### config.mk
export PLATFORM = sky130hd
export DESIGN_NAME = swpm_fsm
export DESIGN_NICKNAME = d
export VERILOG_FILES = /design/src/swpm_pkg.sv /design/src/swpm_fsm.sv
export SDC_FILE = /design/constraint.sdc
export NUM_CORES = 1
export LEC_CHECK = 0
export ABC_AREA = 0
export CORE_UTILIZATION = 34
export CTS_BUF_LIST = sky130_fd_sc_hd__clkbuf_8
export CTS_CLUSTER_DIAMETER = 40
export CTS_CLUSTER_SIZE = 25
export DETAILED_ROUTE_END_ITERATION = 16
export DONT_BUFFER_PORTS = 1
export PLACE_DENSITY_LB_ADDON = 0.25
export REMOVE_ABC_BUFFERS = 1
export SLEW_MARGIN = 10
export SYNTH_ARGS = -nofsm -noshare
export SYNTH_HDL_FRONTEND = slang
export SYNTH_SLANG_ARGS = --single-unit
### constraint.sdc
create_clock -name clk -period 4.9 [get_ports clk]
set_clock_uncertainty 0.2 [all_clocks]
set_input_delay 0.98 -clock clk [delete_from_list [all_inputs] [get_ports clk]]
set_output_delay 0.98 -clock clk [all_outputs]
set_load 0.005 [all_outputs]
### src/swpm_pkg.sv
// Purpose: constants and types for the switch detector power mode fsm
// Assumes: 40 MHz core clock, 22 input channels
// Notes:   timing counts derived from times in their own units
package swpm_pkg;
  localparam int          CLK_MHZ        = 40;
  localparam int          NCH            = 22;
  localparam int          FUSE_US        = 50;
  localparam int          FUSE_CYC       = FUSE_US * CLK_MHZ;
  localparam int          POLL_ACT_US    = 10;
  localparam int          POLL_ACT_CYC   = POLL_ACT_US * CLK_MHZ;
  localparam int          TMR_W          = 24;
  localparam logic [21:0] CH_ZERO        = 22'h000000;
  localparam logic [23:0] TMR_ZERO       = 24'h000000;
  localparam logic [1:0]  WIRING_DEFAULT = 2'h0;

  typedef enum logic [2:0]
  {
    ST_RESET = 3'b000,
    ST_UVLO  = 3'b001,
    ST_FUSE  = 3'b010,
    ST_NORM  = 3'b011,
    ST_LPM   = 3'b100,
    ST_POLL  = 3'b101
  } swpm_state_t;

  // low power command settings, captured together
  typedef struct packed
  {
    logic [23:0] int_timer;
    logic [23:0] poll_timer;
  } swpm_lpm_cfg_t;

  // fault detector inputs
  typedef struct packed
  {
    logic overvolt;
    logic overtemp;
    logic therm_warn;
    logic spi_err;
    logic hash_err;
  } swpm_faults_t;
endpackage : swpm_pkg

### src/swpm_fsm.sv
// Purpose: operating mode state machine of the switch detector
// Assumes: analog pins arrive asynchronous and are synchronised here
// Notes:   serial framing lives elsewhere; this block gates it
// Function
// - undervoltage holds registers, blocks serial, analog off
// - slow oscillator enabled from undervoltage onward, fast one off in low power
// - fuse read about 50 us then normal
// - wake pin low in normal, released otherwise
// - normal mode latches all five fault kinds
// - only enter-low-power command enters low power
// - low power: fast clock off, faults ignored
// - poll inputs, compare with captured entry state
// - undervoltage pauses polling without waking
// - poll ends in low power or normal
// - comparator-only inputs wake continuously
// - no wake enables: no input wake, poll timer stopped
// - registers preserved through low power
// - listed wake sources move to normal
// - pin wakes need io supply high
// - interrupt timer expiry raises interrupt, wakes
// - interrupt timer beats coincident poll
// - open-and-still-open inputs dropped from poll
// - threshold polarity depends on switch wiring
// - thermal limits merged, current cut, warning
// - power-on reset defaults registers, sets flag
`timescale 1ns/1ps
module swpm_fsm
  import swpm_pkg::*;
(
  // clock and reset
  input  wire logic              clk,
  input  wire logic              rst,
  // supplies and analog status, asynchronous
  input  wire logic              battery_supply_ok,
  input  wire logic              io_supply_ok,
  input  wire logic [NCH-1:0]    comp_above,
  input  wire logic [7:0]        thermal_limit_cells,
  input  wire logic              therm_warn_in,
  input  wire swpm_faults_t      fault_in,
  // pins, asynchronous
  input  wire logic              wake_pin_in,
  input  wire logic              int_pin_in,
  input  wire logic              cs_pin_in,
  // configuration from the register file
  input  wire logic [NCH-1:0]    battery_switch_config,
  input  wire logic [NCH-1:0]    wake_en,
  input  wire logic [NCH-1:0]    comp_only,
  input  wire logic              wake_pin_wake_en,
  // enter low power command, one cycle pulse from serial logic
  input  wire logic              lpm_cmd,
  input  wire swpm_lpm_cfg_t     lpm_cfg,
  input  wire logic              fault_clear,
  // outputs
  output logic                   wake_pin_oe,
  output logic                   wake_pin_out,
  output logic                   int_req,
  output logic                   spi_enable,
  output logic                   miso_enable,
  output logic                   reg_write_en,
  output logic                   analog_selector_en,
  output logic                   isrc_en,
  output logic [NCH-1:0]         isrc_ch_en,
  output logic                   isrc_min,
  output logic                   osc_fast_en,
  output logic                   osc_slow_en,
  output logic                   por_flag,
  output logic                   wake_reported,
  output swpm_faults_t           fault_latched,
  output logic                   thermal_limit,
  output logic [NCH-1:0]         sw_closed,
  output swpm_state_t            state
);

  ////////////////////////////////////////////////////////////////////////
  // synchronisers
  localparam int SW = NCH + 8 + 1 + 5 + 5;
  logic [SW-1:0] s1_reg;
  logic [SW-1:0] s2_reg;
  always_ff @(posedge clk)
  begin
    s1_reg <= {comp_above, thermal_limit_cells, therm_warn_in, fault_in,
               battery_supply_ok, io_supply_ok, wake_pin_in, int_pin_in,
               cs_pin_in};
    s2_reg <= s1_reg;
  end

  logic [NCH-1:0] comp_s;
  logic [7:0]     thermal_limit_s;
  swpm_faults_t   flt_s;
  logic           twarn_s, bat_s, io_s, wake_s, int_s, cs_s;
  assign {comp_s, thermal_limit_s, twarn_s, flt_s, bat_s, io_s, wake_s, int_s,
          cs_s} = s2_reg;

  // pin edge detection on synchronised copies
  logic wake_d_reg, int_d_reg, cs_d_reg;
  always_ff @(posedge clk)
  begin
    if (rst)
    begin
      wake_d_reg <= 1'b1;
      int_d_reg  <= 1'b1;
      cs_d_reg   <= 1'b1;
    end
    else
    begin
      wake_d_reg <= wake_s;
      int_d_reg  <= int_s;
      cs_d_reg   <= cs_s;
    end
  end
  logic wake_fall, int_fall, cs_fall;
  assign wake_fall = wake_d_reg & ~wake_s & wake_pin_wake_en;
  assign int_fall  = int_d_reg & ~int_s;
  assign cs_fall   = cs_d_reg & ~cs_s;

  ////////////////////////////////////////////////////////////////////////
  // switch interpretation
  // above threshold is open for ground, closed for battery wiring
  assign sw_closed = comp_s ~^ battery_switch_config;

  ////////////////////////////////////////////////////////////////////////
  // state machine and timers
  swpm_state_t      state_reg, state_next;
  logic [TMR_W-1:0] fuse_cnt_reg, int_cnt_reg, poll_cnt_reg, act_cnt_reg;
  logic [NCH-1:0]   snap_reg, poll_mask_reg;
  swpm_lpm_cfg_t    cfg_reg;

  logic any_wake_en, pin_wake, int_expire, poll_due;
  logic poll_chg, comp_chg, fuse_done, act_done;
  assign any_wake_en = |wake_en;
  assign pin_wake    = (wake_fall | int_fall | cs_fall) & io_s;
  assign int_expire  = (cfg_reg.int_timer != TMR_ZERO) &&
                       (int_cnt_reg == cfg_reg.int_timer);
  assign poll_due    = any_wake_en && (cfg_reg.poll_timer != TMR_ZERO) &&
                       (poll_cnt_reg == cfg_reg.poll_timer);
  // only enabled, still polled channels count
  assign poll_chg    = |((sw_closed ^ snap_reg) & wake_en & ~comp_only
                         & poll_mask_reg);
  assign comp_chg    = |((sw_closed ^ snap_reg) & wake_en & comp_only);
  assign fuse_done   = (fuse_cnt_reg == TMR_W'(FUSE_CYC - 1));
  assign act_done    = (act_cnt_reg == TMR_W'(POLL_ACT_CYC - 1));

  // next state selection
  always_comb
  begin
    state_next = state_reg;
    case (state_reg)
      ST_RESET: state_next = ST_UVLO;
      ST_UVLO:  if (bat_s) state_next = ST_FUSE;
      ST_FUSE:  if (fuse_done) state_next = ST_NORM;
      ST_NORM:
      begin
        if (!bat_s) state_next = ST_UVLO;
        else if (lpm_cmd) state_next = ST_LPM;
      end
      ST_LPM:
      begin
        if (int_expire || pin_wake || comp_chg) state_next = ST_NORM;
        else if (poll_due && bat_s) state_next = ST_POLL;
      end
      ST_POLL:
      begin
        if (int_expire || pin_wake || comp_chg || poll_chg)
          state_next = ST_NORM;
        else if (act_done || !bat_s) state_next = ST_LPM;
      end
      default:  state_next = ST_RESET;
    endcase
  end

  // state register; power-on reset is the synchronous reset
  always_ff @(posedge clk)
  begin
    if (rst)
      state_reg <= ST_RESET;
    else
      state_reg <= state_next;
  end
  assign state = state_reg;

  // fuse read timer
  always_ff @(posedge clk)
  begin
    if (rst || state_reg != ST_FUSE)
      fuse_cnt_reg <= TMR_ZERO;
    else
      fuse_cnt_reg <= fuse_cnt_reg + 1'b1;
  end

  // capture settings and input snapshot on going from normal to low power
  always_ff @(posedge clk)
  begin
    if (rst)
    begin
      cfg_reg  <= '0;
      snap_reg <= CH_ZERO;
    end
    else if (state_reg == ST_NORM && state_next == ST_LPM)
    begin
      cfg_reg  <= lpm_cfg;
      snap_reg <= sw_closed;
    end
  end

  // interrupt timer runs in low power and poll, polling timer in low power only
  always_ff @(posedge clk)
  begin
    if (rst || (state_reg != ST_LPM && state_reg != ST_POLL))
    begin
      int_cnt_reg  <= TMR_ZERO;
      poll_cnt_reg <= TMR_ZERO;
    end
    else
    begin
      int_cnt_reg <= int_cnt_reg + 1'b1;
      if (!any_wake_en || state_reg == ST_POLL)
        poll_cnt_reg <= TMR_ZERO;
      else if (bat_s)
        poll_cnt_reg <= poll_cnt_reg + 1'b1;
    end
  end

  // poll window counter and per channel exclusion mask
  always_ff @(posedge clk)
  begin
    if (rst || state_reg != ST_POLL)
    begin
      act_cnt_reg   <= TMR_ZERO;
      poll_mask_reg <= {NCH{1'b1}};
    end
    else
    begin
      act_cnt_reg   <= act_cnt_reg + 1'b1;
      poll_mask_reg <= poll_mask_reg & ~(~snap_reg & ~sw_closed);
    end
  end

  ////////////////////////////////////////////////////////////////////////
  // fault latching, normal mode only; set wins over clear
  always_ff @(posedge clk)
  begin
    if (rst)
      fault_latched <= '0;
    else if (state_reg == ST_NORM)
      fault_latched <= (fault_clear ? '0 : fault_latched)
                     | flt_s | {1'b0, thermal_limit, twarn_s, 2'b00};
  end

  // merged thermal limit; cells hold until cooled past hysteresis
  always_ff @(posedge clk)
  begin
    if (rst)
      thermal_limit <= 1'b0;
    else
      thermal_limit <= (state_reg == ST_NORM) && (|thermal_limit_s);
  end
  assign isrc_min = thermal_limit;

  // power on flag and wake report
  always_ff @(posedge clk)
  begin
    if (rst)
    begin
      por_flag      <= 1'b1;
      wake_reported <= 1'b0;
      int_req       <= 1'b0;
    end
    else
    begin
      if (fault_clear) por_flag <= 1'b0;
      if ((state_reg == ST_LPM || state_reg == ST_POLL) &&
          state_next == ST_NORM)
      begin
        wake_reported <= 1'b1;
        int_req       <= 1'b1;
      end
      else if (fault_clear)
      begin
        wake_reported <= 1'b0;
        int_req       <= 1'b0;
      end
    end
  end

  ////////////////////////////////////////////////////////////////////////
  // mode dependent outputs
  logic norm;
  assign norm               = (state_reg == ST_NORM);
  assign spi_enable         = norm;
  assign miso_enable        = norm && !cs_s;
  assign reg_write_en       = norm;
  assign analog_selector_en = norm;
  assign isrc_en            = norm || (state_reg == ST_POLL);
  assign isrc_ch_en         = norm ? {NCH{1'b1}} :
                              (state_reg == ST_POLL) ? poll_mask_reg :
                              CH_ZERO;
  assign osc_fast_en        = (state_reg != ST_LPM);
  assign osc_slow_en        = (state_reg != ST_RESET);
  assign wake_pin_oe        = norm;
  assign wake_pin_out       = 1'b0;

  ////////////////////////////////////////////////////////////////////////
  // checks
  chk_fuse_len: assert property (@(posedge clk) disable iff (rst)
    $rose(state_reg == ST_FUSE) |-> (state_reg == ST_FUSE) [*8])
    else $error("fuse read too short");
  chk_lpm_entry: assert property (@(posedge clk) disable iff (rst)
    (state_reg == ST_NORM) ##1 (state_reg == ST_LPM) |-> $past(lpm_cmd))
    else $error("low power entered without command");
  chk_wake_pin: assert property (@(posedge clk) disable iff (rst)
    wake_pin_oe == (state_reg == ST_NORM))
    else $error("wake pin drive wrong");
  chk_uv_spi: assert property (@(posedge clk) disable iff (rst)
    (state_reg == ST_UVLO) |-> !spi_enable && !isrc_en && !miso_enable)
    else $error("undervoltage not locked out");
  chk_fast_osc: assert property (@(posedge clk) disable iff (rst)
    (state_reg == ST_LPM) |-> !osc_fast_en)
    else $error("fast oscillator on in low power");
  chk_fault_hold: assert property (@(posedge clk) disable iff (rst)
    (state_reg == ST_LPM) ##1 (state_reg == ST_LPM) |->
      $stable(fault_latched))
    else $error("fault latched in low power");
  chk_int_wake: assert property (@(posedge clk) disable iff (rst)
    (state_reg == ST_LPM && int_expire) |=> state_reg == ST_NORM && int_req)
    else $error("interrupt timer did not wake");
  chk_poll_stop: assert property (@(posedge clk) disable iff (rst)
    (!any_wake_en && state_reg == ST_LPM) |=> state_reg != ST_POLL)
    else $error("poll with no wake enables");
  chk_reset_hold: assert property (@(posedge clk)
    rst |=> state_reg == ST_RESET)
    else $error("reset did not hold fsm");
endmodule // swpm_fsm

==> metrics.md, run 1 <==
| Metric | Value |
|---|---|
| Worst hold path stage count | 0 |
| Setup ws final | 1240 ps |
| Ratio of cells with drive above 1 in the final layout | 0.0744 |
| Synth area leaders | dfxtp_1 (51%), nand2_1 (6.4%), xnor2_1 (6.2%) |
| Hold path startpoint | s1_reg[40] |
| Status | finished, final reports clean |
| Io pins | 226 |
| Final setup TNS | 0 ps |
| YS warnings | 0 |
| Inserted Clock Buffers | 41 |
| Number of enable flip-flop cells after synthesis | 0 |
| Clk sink count | 284 |
| Adder-Cell Fraction of Synth Area | 0.0290 |
| Port bufs | 0 |
| Ys async rst share | 0 |
| Mapped Area | 11,200 µm² |
| Setup bufs post-CTS | 0 |
| CTS root buf | clkbuf_8 |
| FF+latch count, synth | 284 |
| Worst Tran Pin Value | 975 ps |
| Critical Path AT | 2480 ps |
| Hold Path Class | register to register |
| Final setup viols | 0 |
| Reg-to-Reg End | cfg_reg[3] |
| Vias post-DR | 8,417 |
| Total routed wirelength | 29,200 µm |
| First-pass GRT wire length | between 40,000 and 50,000 µm |
| CP Max Fanout | 15 |
| Dominant register cell in the synthesized netlist | dfxtp_1 |
| Worst-path cell chain | nor2b_1 > o21ai_2 > buf_4 > a21oi_1 |
| Post-Synth XOR/XNOR Area | 0.117 |
| Pwr dens | approximately 380 nW/µm² |
| Nets | 1,444 |
| Unrepaired setup endpoints after global routing | false |
| H-tree lvl count | 2 |
| Setup crit start kind | register |
| DR WL/cell | 16.8 µm |
| Worst hold slack | 117 ps |
| Max Cap Violations | 0 |
| Largest net degree at the start of global routing | 87 |
| CTS clk-pin slew, worst paths | 80 ps |
| Clk buf depth | 3 |
| Slowest-stage cell, CP | o21ai_2 |
| Cell leakage power | ~4.6 nW |
| Drt first-iter violations | 393 |
| GP Congestion | 0.815 |
| GRT Max-Usage Layer | met2 |
| Hold Buf Count CTS | 0 |
| Sequential share of the synthesized area | 0.507 |
| Maximum clock rate | 0.273 GHz |
| Endpoint, Worst Hold | s2_reg[40] |
| Initial antenna violation count | 4 |
| Syn Area/Cell | 8.89 µm² |
| GRT Total Usage | 0.175 |
| GRT met3 Usage | 0.0604 |
| WS Path Type | register to output pin |
| Area of the core | 32,500 µm² |
| Met2 usage | 0.295 |
| Max incr delay on CP | 720 ps |
| Max reg flops | between 40 and 50 |
| Post-Synth Simple-Gate Area | 0.224 |
| Minimum clock period | 3660 ps |
| Synth unique cells | 50 |
| Pre-CTS setup slack | around 1500 ps |
| Worst reg-to-reg setup slack | 1690 ps |
| Synth top cells by count | dfxtp_1 (284), nand2_1 (190), nor2_1 (111), a21oi_1 (106), xnor2_1 (80) |
| Die Wd | 184 µm |
| Vias/cell | roughly 4.8 |
| Mux share of post-synthesis cell area | 0.000892 |
| Die ar. | about 34,000 µm² |
| Slew HR | 0.344 |
| Antenna viol nets, final | 0 |
| FF-to-FF path depth | 7 |
| Die height | 184 µm |
| Synth area leader | dfxtp_1 |
| Cell Rows | 66 |
| DRC Markers | 0 |
| HPWL after detailed placement | 21,100 µm |
| CP endpoint kind | output pin |
| Worst skew pair latency | 560 ps |
| Initial core utilization | 0.345 |
| Initial DRT Pass Iterations | 5 |
| CTS tree | done |
| Met1 Usage GRT | 0.207 |
| Layout Area Growth over Synthesis | 11.7% |
| Resize count post-CTS | 0 |
| Final Cycle Share | 0.747 |
| Number of global-route vias before repair | roughly 8,400 |
| Reg-to-reg startpoint | state[2] |
| Final Hold Fails | 0 |
| Overflow left after global routing | 0 |
| Most common cell in the netlist | dfxtp_1 |
| Largest family of logic cells by synthesized area | simple AND/OR/NAND/NOR gates |
| Worst Path Required | 3720 ps |
| Slew Viols, Final | 0 |
| Compound-cell area share of the yosys netlist | 0.0746 |
| Maximum vdd drop | 0.276 mV |
| Synthesized netlist cell count | 1,262 |
| Yosys top cell area share | 0.507 |
| Utilization after layout | 0.385 |
[worst max path at each step]
stage                              from             to  cells past startpoint
2_1_floorplan                  state[2]     cfg_reg[0]                      6
5_1_grt                        state[2]  isrc_ch_en[5]                      4
4_1_cts                        state[2]  isrc_ch_en[5]                      4
3_5_place_dp   battery_switch_config[9]       state[1]                      9
6_report                       state[2]  isrc_ch_en[5]                      4
3_3_place_gp   battery_switch_config[9]  wake_reported                      9
[per-layer routing]
layer,vias up,wire (µm)
li1,4240,-
met4,2,689
met1,3876,12300
met5,-,13
met2,240,13800
met3,59,2380
[critical path, delay by kind of cell (launching register included)]
kind,cells,cell delay (ps)
flops,1,640
buf+inv,1,320
compound gates,2,820
simple gates,1,140
[through the flow]
step,cell area (µm²),cells,power (W)
detailed placement,11600,1657,0.00267
global placement,11600,1657,0.00266
finish,12500,1736,0.00474
CTS,12500,1732,0.00482
floorplan,11000,1210,0.00258
global route,12500,1735,0.00495
[power breakdown]
| group | total [W] | internal [W] | leakage (nW) | switching (W) |
|---|---|---|---|---|
| logic | 0.000213 | 0.0000786 | 1.79 | 0.000135 |
| registers | 0.00239 | 0.00236 | 2.32 | 0.0000354 |
| clock network | 0.00213 | 0.00107 | 0.455 | 0.00106 |
| total | 0.00474 | 0.00350 | 4.57 | 0.00124 |
[area by class of cell]
type                            count  area (µm²)
Sequential cell                   284        5690
Clock inverter                     31         339
Antenna cell                        4        10.0
Inverter                           78         293
Multi-Input combinational cell    848        5010
Tap cell                          442         553
Timing Repair Buffer                5        37.5
Fill cell                        3371       20000
Clock buffer                       44         606
[placed cells by master, fill, tap and decap left out, drive strengths merged, types with 13 or more instances in the layout]
master	n
dfxtp	284
nand2	190
nor2	111
a21oi	106
inv	90
xnor2	80
xor2	70
nand4	47
nand3	45
clkbuf	44
o21ai	38
nor4	35
ha	26
nand4b	22
and3	13
[kinds of logic (layout without fill, tap and decap cells)]
kind of cell | count (synthesis) | count (layout)
and+or+nand+nor | 511 | 511
DFF | 284 | 284
buffers and inverters | 130 | 158
muxes | 1 | 1
xor gates and xnor gates | 150 | 150
AOI/OAI and AO/OA | 159 | 159
adders and majority gates | 26 | 26
other | 1 | 5
No activity file was read; power rests on OpenSTA's default activity.
==> run 2: changes to the inputs <==
- clock period: 4.9 -> 3.5 ns (I/O delays scaled with it)
==> metrics.md, run 2 (synthesis results as in run 1) <==
| Metric | Value |
|---|---|
| Inserted Clock Buffers | 44 (was 41) |
| Antenna viol nets, final | 0 (unchanged) |
| CTS clk-pin slew, worst paths | 80 ps (about the same) |
| CTS tree | done (unchanged) |
| H-tree lvl count | 2 (unchanged) |
| First-pass GRT wire length | 47,600 µm (was 45,900 µm) |
| Unrepaired setup endpoints after global routing | false (unchanged) |
| Setup bufs post-CTS | 0 (unchanged) |
| Max reg flops | 48 (unchanged) |
| GRT Total Usage | 0.181 (was 0.175) |
| Worst skew pair latency | 560 ps (about the same) |
| DR WL/cell | 16.8 µm (about the same) |
| Final setup viols | 0 (unchanged) |
| Drt first-iter violations | 423 (was 393) |
| Die ar. | 33,700 µm² (unchanged) |
| Minimum clock period | ~3200 ps |
| Pwr dens | 535 nW/µm² (was 378 nW/µm²) |
| Worst hold slack | 66.3 ps (was 117 ps) |
| Final Hold Fails | 0 (unchanged) |
| Commonest non-fill, non-tap cell in the layout | dfxtp_1 (unchanged) |
| Initial antenna violation count | 1 (was 4) |
| Maximum clock rate | 0.309 GHz |
| Maximum vdd drop | 0.351 mV (was 0.276 mV) |
| Total routed wirelength | 30,100 µm (was 29,200 µm) |
| Max incr delay on CP | 630 ps (was 720 ps) |
| Layout Area Growth over Synthesis | 17.5% (was 11.7%) |
| Fillcell total | 3,310 (was 3,371) |
| Slew HR | 0.230 (was 0.344) |
| Status | finished, final reports clean (unchanged) |
| Port bufs | 0 (unchanged) |
| Register area | 5690 µm² (unchanged) |
| Cell Rows | 66 (unchanged) |
| Die height | 184 µm (unchanged) |
| Critical Path AT | 2340 ps (was 2480 ps) |
| Most frequent cells in the layout | dfxtp_1 (284), nand2_1 (190), nor2_1 (111) (unchanged) |
| WS Path Type | register to output pin (unchanged) |
| Max Cap Violations | 0 (unchanged) |
| Setup crit start kind | register (unchanged) |
| Slew Viols, Final | 0 (unchanged) |
| Clk sink count | 284 (unchanged) |
| Final setup TNS | 0 ps (unchanged) |
| CP Max Fanout | 15 (unchanged) |
| Overflow left after global routing | 0 (unchanged) |
| Initial core utilization | 0.345 (unchanged) |
| CP endpoint kind | output pin (unchanged) |
| Worst Path Required | 2600 ps (was 3720 ps) |
| HPWL after detailed placement | 21,500 µm (was 21,100 µm) |
| Vias/cell | 4.86 (was 4.85) |
| Initial DRT Pass Iterations | 5 (unchanged) |
| Final Cycle Share | 0.926 |
| Vias post-DR | 8,710 (was 8,417) |
| Io pins | 226 (unchanged) |
| DRC Markers | 0 (unchanged) |
| Clk buf depth | 3 (unchanged) |
| Nets | 1,502 (was 1,444) |
| Hold Path Class | input pin to register (was register to register) |
| Cell leakage power | 4.91 nW (was 4.57 nW) |
| Area of the core | 32,500 µm² (unchanged) |
| Resize count post-CTS | 0 (unchanged) |
| CTS root buf | clkbuf_8 (unchanged) |
| Worst Tran Pin Value | 1150 ps (was 975 ps) |
| Multi-input logic area | 5010 µm² (unchanged) |
| Largest net degree at the start of global routing | 66 (was 87) |
| Die Wd | 184 µm (unchanged) |
| GP Congestion | 0.823 (was 0.815) |
| Slowest-stage cell, CP | dfxtp_1 (was o21ai_2) |
| Number of global-route vias before repair | 8,834 (was 8,395) |
| Worst-path cell chain | nor2b_1 > o21ai_2 > buf_4 > a21oi_1 (unchanged) |
| Ratio of cells with drive above 1 in the final layout | 0.0822 (was 0.0744) |
-- run 2: cell count changes in the layout (fill, tap and decap cells not counted), moves of 2 or more --
cell	previous run	this run
dlygate4sd3_1	0	43
buf_4	5	16
clkinv_2	0	6
clkinvlp_4	9	3
bufinv_16	3	7
inv_6	10	6
clkbuf_8	44	47
diode_2	4	1
inv_8	1	4
clkinv_4	3	1
inv_1	79	81
-- run 2: timing repair --
item,in CTS,in global routing
hold endpoints to repair,63,0
setup endpoints to repair,0,0
hold buffers,43,0
-- run 2: stage by stage --
stage / std cells / utilization / total power, W / cell area (µm²) / setup WS, ps
global placement: 1669 / 0.359 / 0.00375 / 11700 / 471
detailed placement: 1669 / 0.359 / 0.00375 / 11700 / 478
finish: 1793 / 0.405 / 0.00705 / 13200 / 259
global route: 1792 / 0.405 / 0.00734 / 13200 / 147
floorplan: 1210 / - / 0.00361 / 11000 / 297
CTS: 1792 / 0.405 / 0.00715 / 13200 / 181
-- run 2: critical path: cells and delay by family, from the launching register on --
| kind | cells | cell delay (ps) |
|---|---|---|
| compound gates | 2 | 650 |
| flops | 1 | 630 |
| simple gates | 1 | 140 |
| buf+inv | 1 | 350 |
-- run 2: layer usage --
layer	track usage	vias to the layer above	part of all wire
met5	0	-	0
met4	0.0747	0	0.034
met3	0.0602	63	0.080
met2	0.307	235	0.46
met1	0.208	4058	0.42
li1	-	4354	-
-- run 2: final cells by class --
| type | instances | share of cell area |
|---|---|---|
| clock buffers | 47 | 0.0491 |
| diodes | 1 | 0.000190 |
| flip-flops and latches | 284 | 0.431 |
| multi-input cells | 848 | 0.380 |
| clock inverters | 33 | 0.0316 |
| repair buffers | 60 | 0.0433 |
| inverters | 78 | 0.0222 |
| well taps | 442 | 0.0420 |
-- run 2: worst paths after layout --
path / cells past startpoint / slack, ps / start / end
max: 4 / 260 / state[2] / isrc_ch_en[15]
min: 1 / 70 / rst / snap_reg[2]
max reg2reg: 9 / 840 / s2_reg[35] / wake_reported
min reg2reg: 0 / 120 / s1_reg[40] / s2_reg[40]
-- run 2: where the power goes --
group | switching (W) | internal [W] | total (W)
logic | 0.000211 | 0.000157 | 0.000369
clock network | 0.00148 | 0.00185 | 0.00333
registers | 0.0000458 | 0.00330 | 0.00335
